## config.mk

```make
export PLATFORM = sky130hd
export DESIGN_NAME = blp_protect
export DESIGN_NICKNAME = d
export VERILOG_FILES = /design/src/hw/blp_protect.v
export VERILOG_INCLUDE_DIRS = /design/src /design/src/hw
export SDC_FILE = /design/constraint.sdc
export NUM_CORES = 1
export LEC_CHECK = 0
export BUFFER_PORTS_ARGS = -buffer_cell sky130_fd_sc_hd__clkbuf_2
export CORE_ASPECT_RATIO = 0.75
export CORE_MARGIN = 4
export CORE_UTILIZATION = 40
export DETAILED_ROUTE_END_ITERATION = 8
export GPL_TIMING_DRIVEN = 0
export PLACE_DENSITY = 0.71
export SLEW_MARGIN = 20
export SYNTH_ARGS = -nofsm -noshare
export SYNTH_HDL_FRONTEND = slang
export SYNTH_SLANG_ARGS = --single-unit
```

## constraint.sdc

```tcl
create_clock -name sys_clk_i -period 1.5 [get_ports sys_clk_i]
set_input_delay 0.075 -clock sys_clk_i [delete_from_list [all_inputs] [get_ports sys_clk_i]]
set_output_delay 0.075 -clock sys_clk_i [all_outputs]
set_load 0.005 [all_outputs]
```

## src/hw/blp_regs.vh

```
// Timing counts and comparator band codes for the buck/linear protection logic
`ifndef BLP_REGS_VH
`define BLP_REGS_VH
// Switching cycles a feedback undervoltage must persist before latch-off
`define BLP_UV_DELAY_CYCLES   32
// Switching cycles after switcher start before undervoltage shutdown is armed
`define BLP_UV_ARM_CYCLES     1007
// Mid-band dwell time before the open drain turns off, in ns
`define BLP_MID_DWELL_NS      45000
`define BLP_CLK_PERIOD_NS     8
// Longest time rounds down: 45000 / 8 = 5625 cycles
`define BLP_MID_DWELL_CYCLES  (`BLP_MID_DWELL_NS / `BLP_CLK_PERIOD_NS)
// Band codes of the drain control input comparators
`define BLP_BAND_LOW          2'h0
`define BLP_BAND_HYST         2'h1
`define BLP_BAND_MID          2'h2
`define BLP_BAND_HIGH         2'h3
`endif

```

## src/hw/blp_protect.v

```verilog
// Protection, supervision and open-drain control for a buck controller with linear regulator
`timescale 1ns/1ps
`include "blp_regs.vh"

module blp_protect #(
  parameter MID_DWELL_CYCLES = `BLP_MID_DWELL_CYCLES,
  parameter UV_ARM_CYCLES    = `BLP_UV_ARM_CYCLES,
  parameter UV_DELAY_CYCLES  = `BLP_UV_DELAY_CYCLES
) (
  input  wire sys_clk_i,
  input  wire resetn_i,
  input  wire switcher_enable_pin_i,
  input  wire linear_reg_enable_pin_i,
  input  wire bias_lockout_i,
  input  wire over_temp_i,
  input  wire sw_cycle_i,
  input  wire fb_over_115_i,
  input  wire fb_over_110_i,
  input  wire fb_under_70_i,
  input  wire fb_under_low_window_i,
  input  wire sense_over_4v_i,
  input  wire sense_below_0v3_i,
  input  wire setting_below_1v36_i,
  input  wire voltage_step_i,
  input  wire ctl_above_1v25_i,
  input  wire ctl_above_0v716_i,
  input  wire ctl_above_0v678_i,
  input  wire linear_overcurrent_i,
  output reg  high_drive_en_o,
  output reg  low_drive_en_o,
  output reg  linear_reg_en_o,
  output reg  linear_current_limit_o,
  output reg  switcher_discharge_o,
  output reg  power_ok_output_o,
  output reg  power_ok_output_oe_n_o,
  output wire multifunction_open_drain_o,
  output reg  multifunction_open_drain_oe_n_o,
  output reg  overvoltage_fault_o,
  output reg  undervoltage_fault_o
);

  // ==========================================================================
  // Input synchronisers
  // ==========================================================================
  // Every pin passes two flops, so drive outputs follow a pin three edges later
  // and the open drain one edge after that. Comparators may chatter near their
  // thresholds, so nothing below ever reads the first flop.
  localparam NSYNC = 17;
  wire [NSYNC-1:0] raw_w = {switcher_enable_pin_i, linear_reg_enable_pin_i, bias_lockout_i,
                            over_temp_i, sw_cycle_i, fb_over_115_i, fb_over_110_i,
                            fb_under_70_i, fb_under_low_window_i, sense_over_4v_i,
                            sense_below_0v3_i, setting_below_1v36_i, voltage_step_i,
                            ctl_above_1v25_i, ctl_above_0v716_i, ctl_above_0v678_i,
                            linear_overcurrent_i};
  reg  [NSYNC-1:0] meta_q;
  reg  [NSYNC-1:0] sync_q;
  genvar gi;
  generate
    for (gi = 0; gi < NSYNC; gi = gi + 1) begin : g_sync
      always @(posedge sys_clk_i or negedge resetn_i) begin
        if (!resetn_i) begin
          meta_q[gi] <= 1'b0;
          sync_q[gi] <= 1'b0;
        end else begin
          meta_q[gi] <= raw_w[gi];
          sync_q[gi] <= meta_q[gi];
        end
      end
    end
  endgenerate

  wire sw_en_s    = sync_q[16];
  wire lin_en_s   = sync_q[15];
  wire lockout_s  = sync_q[14];
  wire hot_s      = sync_q[13];
  wire cyc_s      = sync_q[12];
  wire ov115_s    = sync_q[11];
  wire ov110_s    = sync_q[10];
  wire uv70_s     = sync_q[9];
  wire uvwin_s    = sync_q[8];
  wire over4v_s   = sync_q[7];
  wire below03_s  = sync_q[6];
  wire low_set_s  = sync_q[5];
  wire step_s     = sync_q[4];
  wire c125_s     = sync_q[3];
  wire c0716_s    = sync_q[2];
  wire c0678_s    = sync_q[1];
  wire lin_oc_s   = sync_q[0];

  // ==========================================================================
  // Switching cycle edge and shutdown conditions
  // ==========================================================================
  // A switching cycle counts on the rising edge of the synchronised marker;
  // the marker must stay high and low for at least one clock each.
  reg  cyc_prev_q;
  wire cyc_tick = cyc_s & ~cyc_prev_q;
  // Non-latching shutdowns shared by both regulators
  wire inhibit  = lockout_s | hot_s;
  wire sw_run   = sw_en_s & ~inhibit;
  // Switcher disable or lockout clears latches; temperature alone does not
  wire fault_clr = ~sw_en_s | lockout_s;

  // Blanking masks the upper comparators only during a step to a low setting
  wire blank    = step_s & low_set_s;
  wire ov_seen  = ov115_s & ~blank;
  wire high_bad = ov110_s & ~blank;

  // ==========================================================================
  // Undervoltage arming and delay counters
  // ==========================================================================
  reg [10:0] arm_cnt_q;
  reg [10:0] arm_cnt_d;
  reg        uv_armed_q;
  reg        uv_armed_d;
  reg [5:0]  uv_cnt_q;
  reg [5:0]  uv_cnt_d;
  reg        ov_lat_q;
  reg        ov_lat_d;
  reg        uv_lat_q;
  reg        uv_lat_d;
  reg        dis_q;
  reg        dis_d;

  // Arming restarts whenever the switcher is not running, so a restart after
  // lockout or over-temperature gets the full startup grace again
  always @* begin
    arm_cnt_d  = arm_cnt_q;
    uv_armed_d = uv_armed_q;
    if (!sw_run) begin
      arm_cnt_d  = 11'h000;
      uv_armed_d = 1'b0;
    end else if (cyc_tick && !uv_armed_q) begin
      // The counter stops once armed, so it never wraps during long runs
      if (arm_cnt_q == UV_ARM_CYCLES[10:0] - 11'h001)
        uv_armed_d = 1'b1;
      arm_cnt_d = arm_cnt_q + 11'h001;
    end
  end

  // Delay counter runs only while the fault persists; one good sample restarts it
  always @* begin
    uv_cnt_d = uv_cnt_q;
    if (!uv70_s || !uv_armed_q || !sw_run)
      uv_cnt_d = 6'h00;
    else if (cyc_tick && uv_cnt_q != UV_DELAY_CYCLES[5:0])
      uv_cnt_d = uv_cnt_q + 6'h01;
  end

  // Set is tested first, but it needs sw_run, so a fault in a clearing cycle is not latched
  always @* begin
    ov_lat_d = ov_lat_q;
    uv_lat_d = uv_lat_q;
    if (sw_run && ov_seen)
      ov_lat_d = 1'b1;
    else if (fault_clr)
      ov_lat_d = 1'b0;
    if (sw_run && uv_cnt_q == UV_DELAY_CYCLES[5:0])
      uv_lat_d = 1'b1;
    else if (fault_clr)
      uv_lat_d = 1'b0;
  end

  // Discharge runs while latched or disabled and stops below 0.3 V; a fresh
  // enable with no latch ends it at once so the switcher can start
  always @* begin
    dis_d = 1'b0;
    if ((ov_lat_q || uv_lat_q || !sw_en_s) && !below03_s)
      dis_d = 1'b1;
  end

  always @(posedge sys_clk_i or negedge resetn_i) begin
    if (!resetn_i) begin
      cyc_prev_q <= 1'b0;
      arm_cnt_q  <= 11'h000;
      uv_armed_q <= 1'b0;
      uv_cnt_q   <= 6'h00;
      ov_lat_q   <= 1'b0;
      uv_lat_q   <= 1'b0;
      dis_q      <= 1'b0;
    end else begin
      cyc_prev_q <= cyc_s;
      arm_cnt_q  <= arm_cnt_d;
      uv_armed_q <= uv_armed_d;
      uv_cnt_q   <= uv_cnt_d;
      ov_lat_q   <= ov_lat_d;
      uv_lat_q   <= uv_lat_d;
      dis_q      <= dis_d;
    end
  end

  // ==========================================================================
  // Drive, regulator and power-ok outputs
  // ==========================================================================
  // Temperature inhibits but never clears a latch, so a hot fault that
  // overlaps an overvoltage resumes still latched once it cools.
  wire latched = ov_lat_q | uv_lat_q;

  always @(posedge sys_clk_i or negedge resetn_i) begin
    if (!resetn_i) begin
      high_drive_en_o        <= 1'b0;
      low_drive_en_o         <= 1'b0;
      linear_reg_en_o        <= 1'b0;
      linear_current_limit_o <= 1'b0;
      switcher_discharge_o   <= 1'b0;
      power_ok_output_o      <= 1'b0;
      power_ok_output_oe_n_o <= 1'b0;
      overvoltage_fault_o    <= 1'b0;
      undervoltage_fault_o   <= 1'b0;
    end else begin
      // Drive enables: the switching modulator gates within these
      high_drive_en_o <= sw_run & ~latched & ~over4v_s & ~dis_q;
      // Overvoltage holds the low side on unless inhibited; undervoltage takes both off
      low_drive_en_o  <= (ov_lat_q & ~uv_lat_q & ~inhibit) |
                         (sw_run & ~latched & ~dis_q);
      linear_reg_en_o <= lin_en_s & ~inhibit;
      // Overcurrent only reports the limit; no effect on the enable
      linear_current_limit_o <= lin_oc_s & lin_en_s;
      switcher_discharge_o   <= dis_q;
      overvoltage_fault_o    <= ov_lat_q;
      undervoltage_fault_o   <= uv_lat_q;
      // Good means running, unlatched, not above 110 percent unless blanked and
      // not below the low window; the linear regulator never enters this.
      // Output always low; enable low pulls the pin to ground when not good
      power_ok_output_o      <= 1'b0;
      power_ok_output_oe_n_o <= sw_run & ~latched & ~high_bad & ~uvwin_s;
    end
  end

  // ==========================================================================
  // Multifunction open drain level table
  // ==========================================================================
  // The dwell counter covers the mid band only; it saturates at the limit
  // and restarts on any excursion, so short visits keep the previous state.
  // Its 13 bits hold the full-length default; a longer dwell needs more bits.
  reg [1:0]  band;
  reg [12:0] dwell_q;
  reg        od_on_q;
  wire       dwell_done = (dwell_q == MID_DWELL_CYCLES[12:0]);

  always @* begin
    if (c125_s)
      band = `BLP_BAND_HIGH;
    else if (c0716_s)
      band = `BLP_BAND_MID;
    else if (c0678_s)
      band = `BLP_BAND_HYST;
    else
      band = `BLP_BAND_LOW;
  end

  always @(posedge sys_clk_i or negedge resetn_i) begin
    if (!resetn_i) begin
      dwell_q <= 13'h0000;
      od_on_q <= 1'b1;
      multifunction_open_drain_oe_n_o <= 1'b0;
    end else begin
      if (band != `BLP_BAND_MID || !lin_en_s)
        dwell_q <= 13'h0000;
      else if (!dwell_done)
        dwell_q <= dwell_q + 13'h0001;
      if (lin_en_s) begin
        case (band)
          `BLP_BAND_HIGH: od_on_q <= 1'b0;
          `BLP_BAND_MID:  if (dwell_done) od_on_q <= 1'b0;
          `BLP_BAND_HYST: od_on_q <= od_on_q;
          `BLP_BAND_LOW:  od_on_q <= 1'b1;
          default:        od_on_q <= 1'b1;
        endcase
      end else if (sw_en_s) begin
        od_on_q <= ~c125_s;
      end else begin
        od_on_q <= 1'b1;
      end
      // The pull-up that makes this a linear power-good belongs to the board
      multifunction_open_drain_oe_n_o <= ~od_on_q;
    end
  end

  // Both open-drain pins only ever pull low; their enables carry the level
  assign multifunction_open_drain_o = 1'b0;

endmodule

```

==> impl_metrics.toml <==
[cells_and_area]
num_antenna_cells = 0
nNetsFinal = 354
fin_cells = 435
fin_util_pct = 54.3
final_cell_area_mm2 = 0.00403
area_growth_pct = 30.3
drive_gt1_share_pct = 27.5

[placed_design]
port_buffers = 27
place_area_mm2 = 0.00339
dp.cells = 382
pre_cts_slack_ps = -211
place_congestion = 0.770
place_hpwl_um = 3480

[cts]
cts_max_path_buffers = 2
clk_latency_ps = 350
clk_pin_slew_ps = 80
cts.sinks = 79
cts_max_level = 3
cts_root_buf = "clkbuf_8"
cts_tree = "yes"
cts_buffers = 9

[yosys]
ys_top_cells_by_area = "dfrtp_1 63%, a21oi_1 2.7%, ha_1 2.4%"
synth_top_cell_by_area = "dfrtp_1"
syn_inst = 252
async_flop_share_pct = 100
syn-mean-instance-area_um2 = 12.3
synth_top_area_share_pct = 63.1
yosys_warnings = 0
seq_area_frac_synth_pct = 63.9
synth_edf_count = 0
netlist_area_mm2 = 0.00310
synth_seq_cells = 79
synthFlopType = "dfrtp_1"
synth_cell_types = 43

[worst_setup_path]
arrival_ps = 1790
crit_fanout = 3
cp-end-kind = "register"
cp_cell_sequence = "inv_2, ha_4, nand4b_1, nor4_4, mux2_4"
start_kind = "register"
critPathKind = "reg2reg"
worstPathRequired_ps = 1740
cp_slowest_cell = "dfrtp_1"
slowest_delay_ps = 400

[die]
rows = 27
ioPinCount = 30
floorplan.initialDensity_pct = 41.6
die_x_um = 110
die_h_um = 84.2
dieArea_mm2 = 0.00922
fp.coreArea_mm2 = 0.00743

[power_and_ir_drop]
peakVddDrop_mv = 0.988
powerDensity_mw_per_mm2 = 996
p_total_mw = 4.02
leakagePower_nw = 1.71

[detailed_routing]
dr_total_vias = 2187
vias_per_cell = 5.03
routed_wl_um = 5930
ant_nets = 0
drtIter0Drc = 94
drc = 0
wl_per_cell_um = 13.6
drt_first_pass_iters = 4

[global_route]
grt_max_degree = 47
antenna_found_initial = 0
grt_pass1_wl_um = 9980
grt_overflow = 0
grt_pass1_vias = 2093
grt_use_total_pct = 13.8

[outcome]
violations = "negative setup slack"
run_status = "complete, but fails checks"

[timing]
fin_crit_sh_pct = 104
setup_tns_ps = -261
fin_ws_ps = -59.0
setup_viol = 9
drv_slew = 0
max_freq_mhz = 641
hold_viol_final = 0
fin_worst_skew_ps = 5.13
fin_crit_ps = 1560
hold_slack_ps = 242
rsz0062_at_grt = "yes"

[hold_path]
hp-class = "in2async"

[run]
drv_cap = 0
[final cells by class]
cell class              instances  area [um2]
plain buffers                   4        31.3
fillers                       622        3400
repair buffers                 65         488
multi-input cells             157        1150
flip-flops and latches         79        1980
clock buffers                   9         124
well taps                     101         126
inverters                      13        48.8
clock inverters                 7        80.1
[routing by layer]
layer	up-vias	global-route usage (%)	wire length [um]
li1	1058	-	-
met1	1074	18.7	2660
met2	48	20.7	2930
met3	7	5.30	276
met4	0	3.85	57
met5	-	0	0
[critical path, delay by kind of cell, from the launching register on]
kind / cells / cell delay [ps]
flip-flops: 1 / 400
adder cells (fa/ha/maj): 1 / 110
AND/OR/NAND/NOR: 2 / 520
multiplexers: 1 / 340
buffers and inverters: 1 / 80
[where the power goes]
part	internal [mW]	switching, mW	total (mW)
sequential	2.19	0.0365	2.23
clock	0.791	0.798	1.59
combinational	0.0994	0.0978	0.197
total	3.08	0.933	4.02
[flip-flops by register name (all words and copies together), names as in the netlist, 6 cells and up]
name       count
dwell_q       13
uv_cnt_q       6
arm_cnt_q     11
meta_q        17
[path summary, 6_finish.rpt]
check,to,cells after the start,startpoint,slack (ps)
worst max register to register,dwell_q[1]$_DFFE_PN0P_,5,dwell_q[1]$_DFFE_PN0P_,-60
min in group sys_clk_i,sw_en_s$_DFF_PN0_,0,meta_q[16]$_DFF_PN0_,350
worst min register to register,sw_en_s$_DFF_PN0_,0,meta_q[16]$_DFF_PN0_,350
worst min-delay path,meta_q[10]$_DFF_PN0_,2,resetn_i,240
max in group asynchronous,od_on_q$_DFFE_PN1P_,3,resetn_i,640
worst max-delay path,dwell_q[1]$_DFFE_PN0P_,5,dwell_q[1]$_DFFE_PN0P_,-60
[cell usage in the layout (no fill, tap or decap), drive strengths merged, types with 6 or more instances in the layout]
cell type / count
a21oi: 17
buf: 23
clkbuf: 37
dfrtp: 78
dlygate4sd3: 18
ha: 6
inv: 16
mux2i: 7
nand2: 17
nand2b: 8
nand3: 12
nor2: 13
nor4: 6
o21ai: 10
o31ai: 7
or3: 7
or4: 7
[logic make-up (layout without fill, tap and decap cells)]
family / after synthesis / count (layout) / synth area share [%]
and+or+nand+nor: 94 / 94 / 19.0
DFF: 79 / 79 / 63.9
AOI/OAI and AO/OA: 43 / 43 / 8.29
buffers and inverters: 17 / 98 / 2.34
muxes: 8 / 8 / 2.75
adders and majority gates: 6 / 6 / 2.43
xor gates and xnor gates: 4 / 4 / 1.13
other: 1 / 2 / 0.121
[synthesized netlist by cell type (5+ instances only)]
cell and n:
nor4_1 5, inv_1 13, o31ai_1 7, dfrtp_1 78, ha_1 6, nand2_1 17, nor2_1 13, o21ai_0 10
a21oi_1 17, or4_1 7, mux2i_1 7, nand2b_1 8, or3_1 6, nand3_1 12
[timing repair]
| action | CTS | global route |
|---|---|---|
| hold endpoints to repair | 50 | 0 |
| hold buffers | 18 | 0 |
| endpoints found under the setup margin | 12 | 26 |
| setup buffers | 12 | 7 |
| gates resized for setup | 6 | 22 |
| cloned | 0 | 0 |
| pin swaps | 5 | 5 |
No activity file was read; power rests on OpenSTA's default activity.
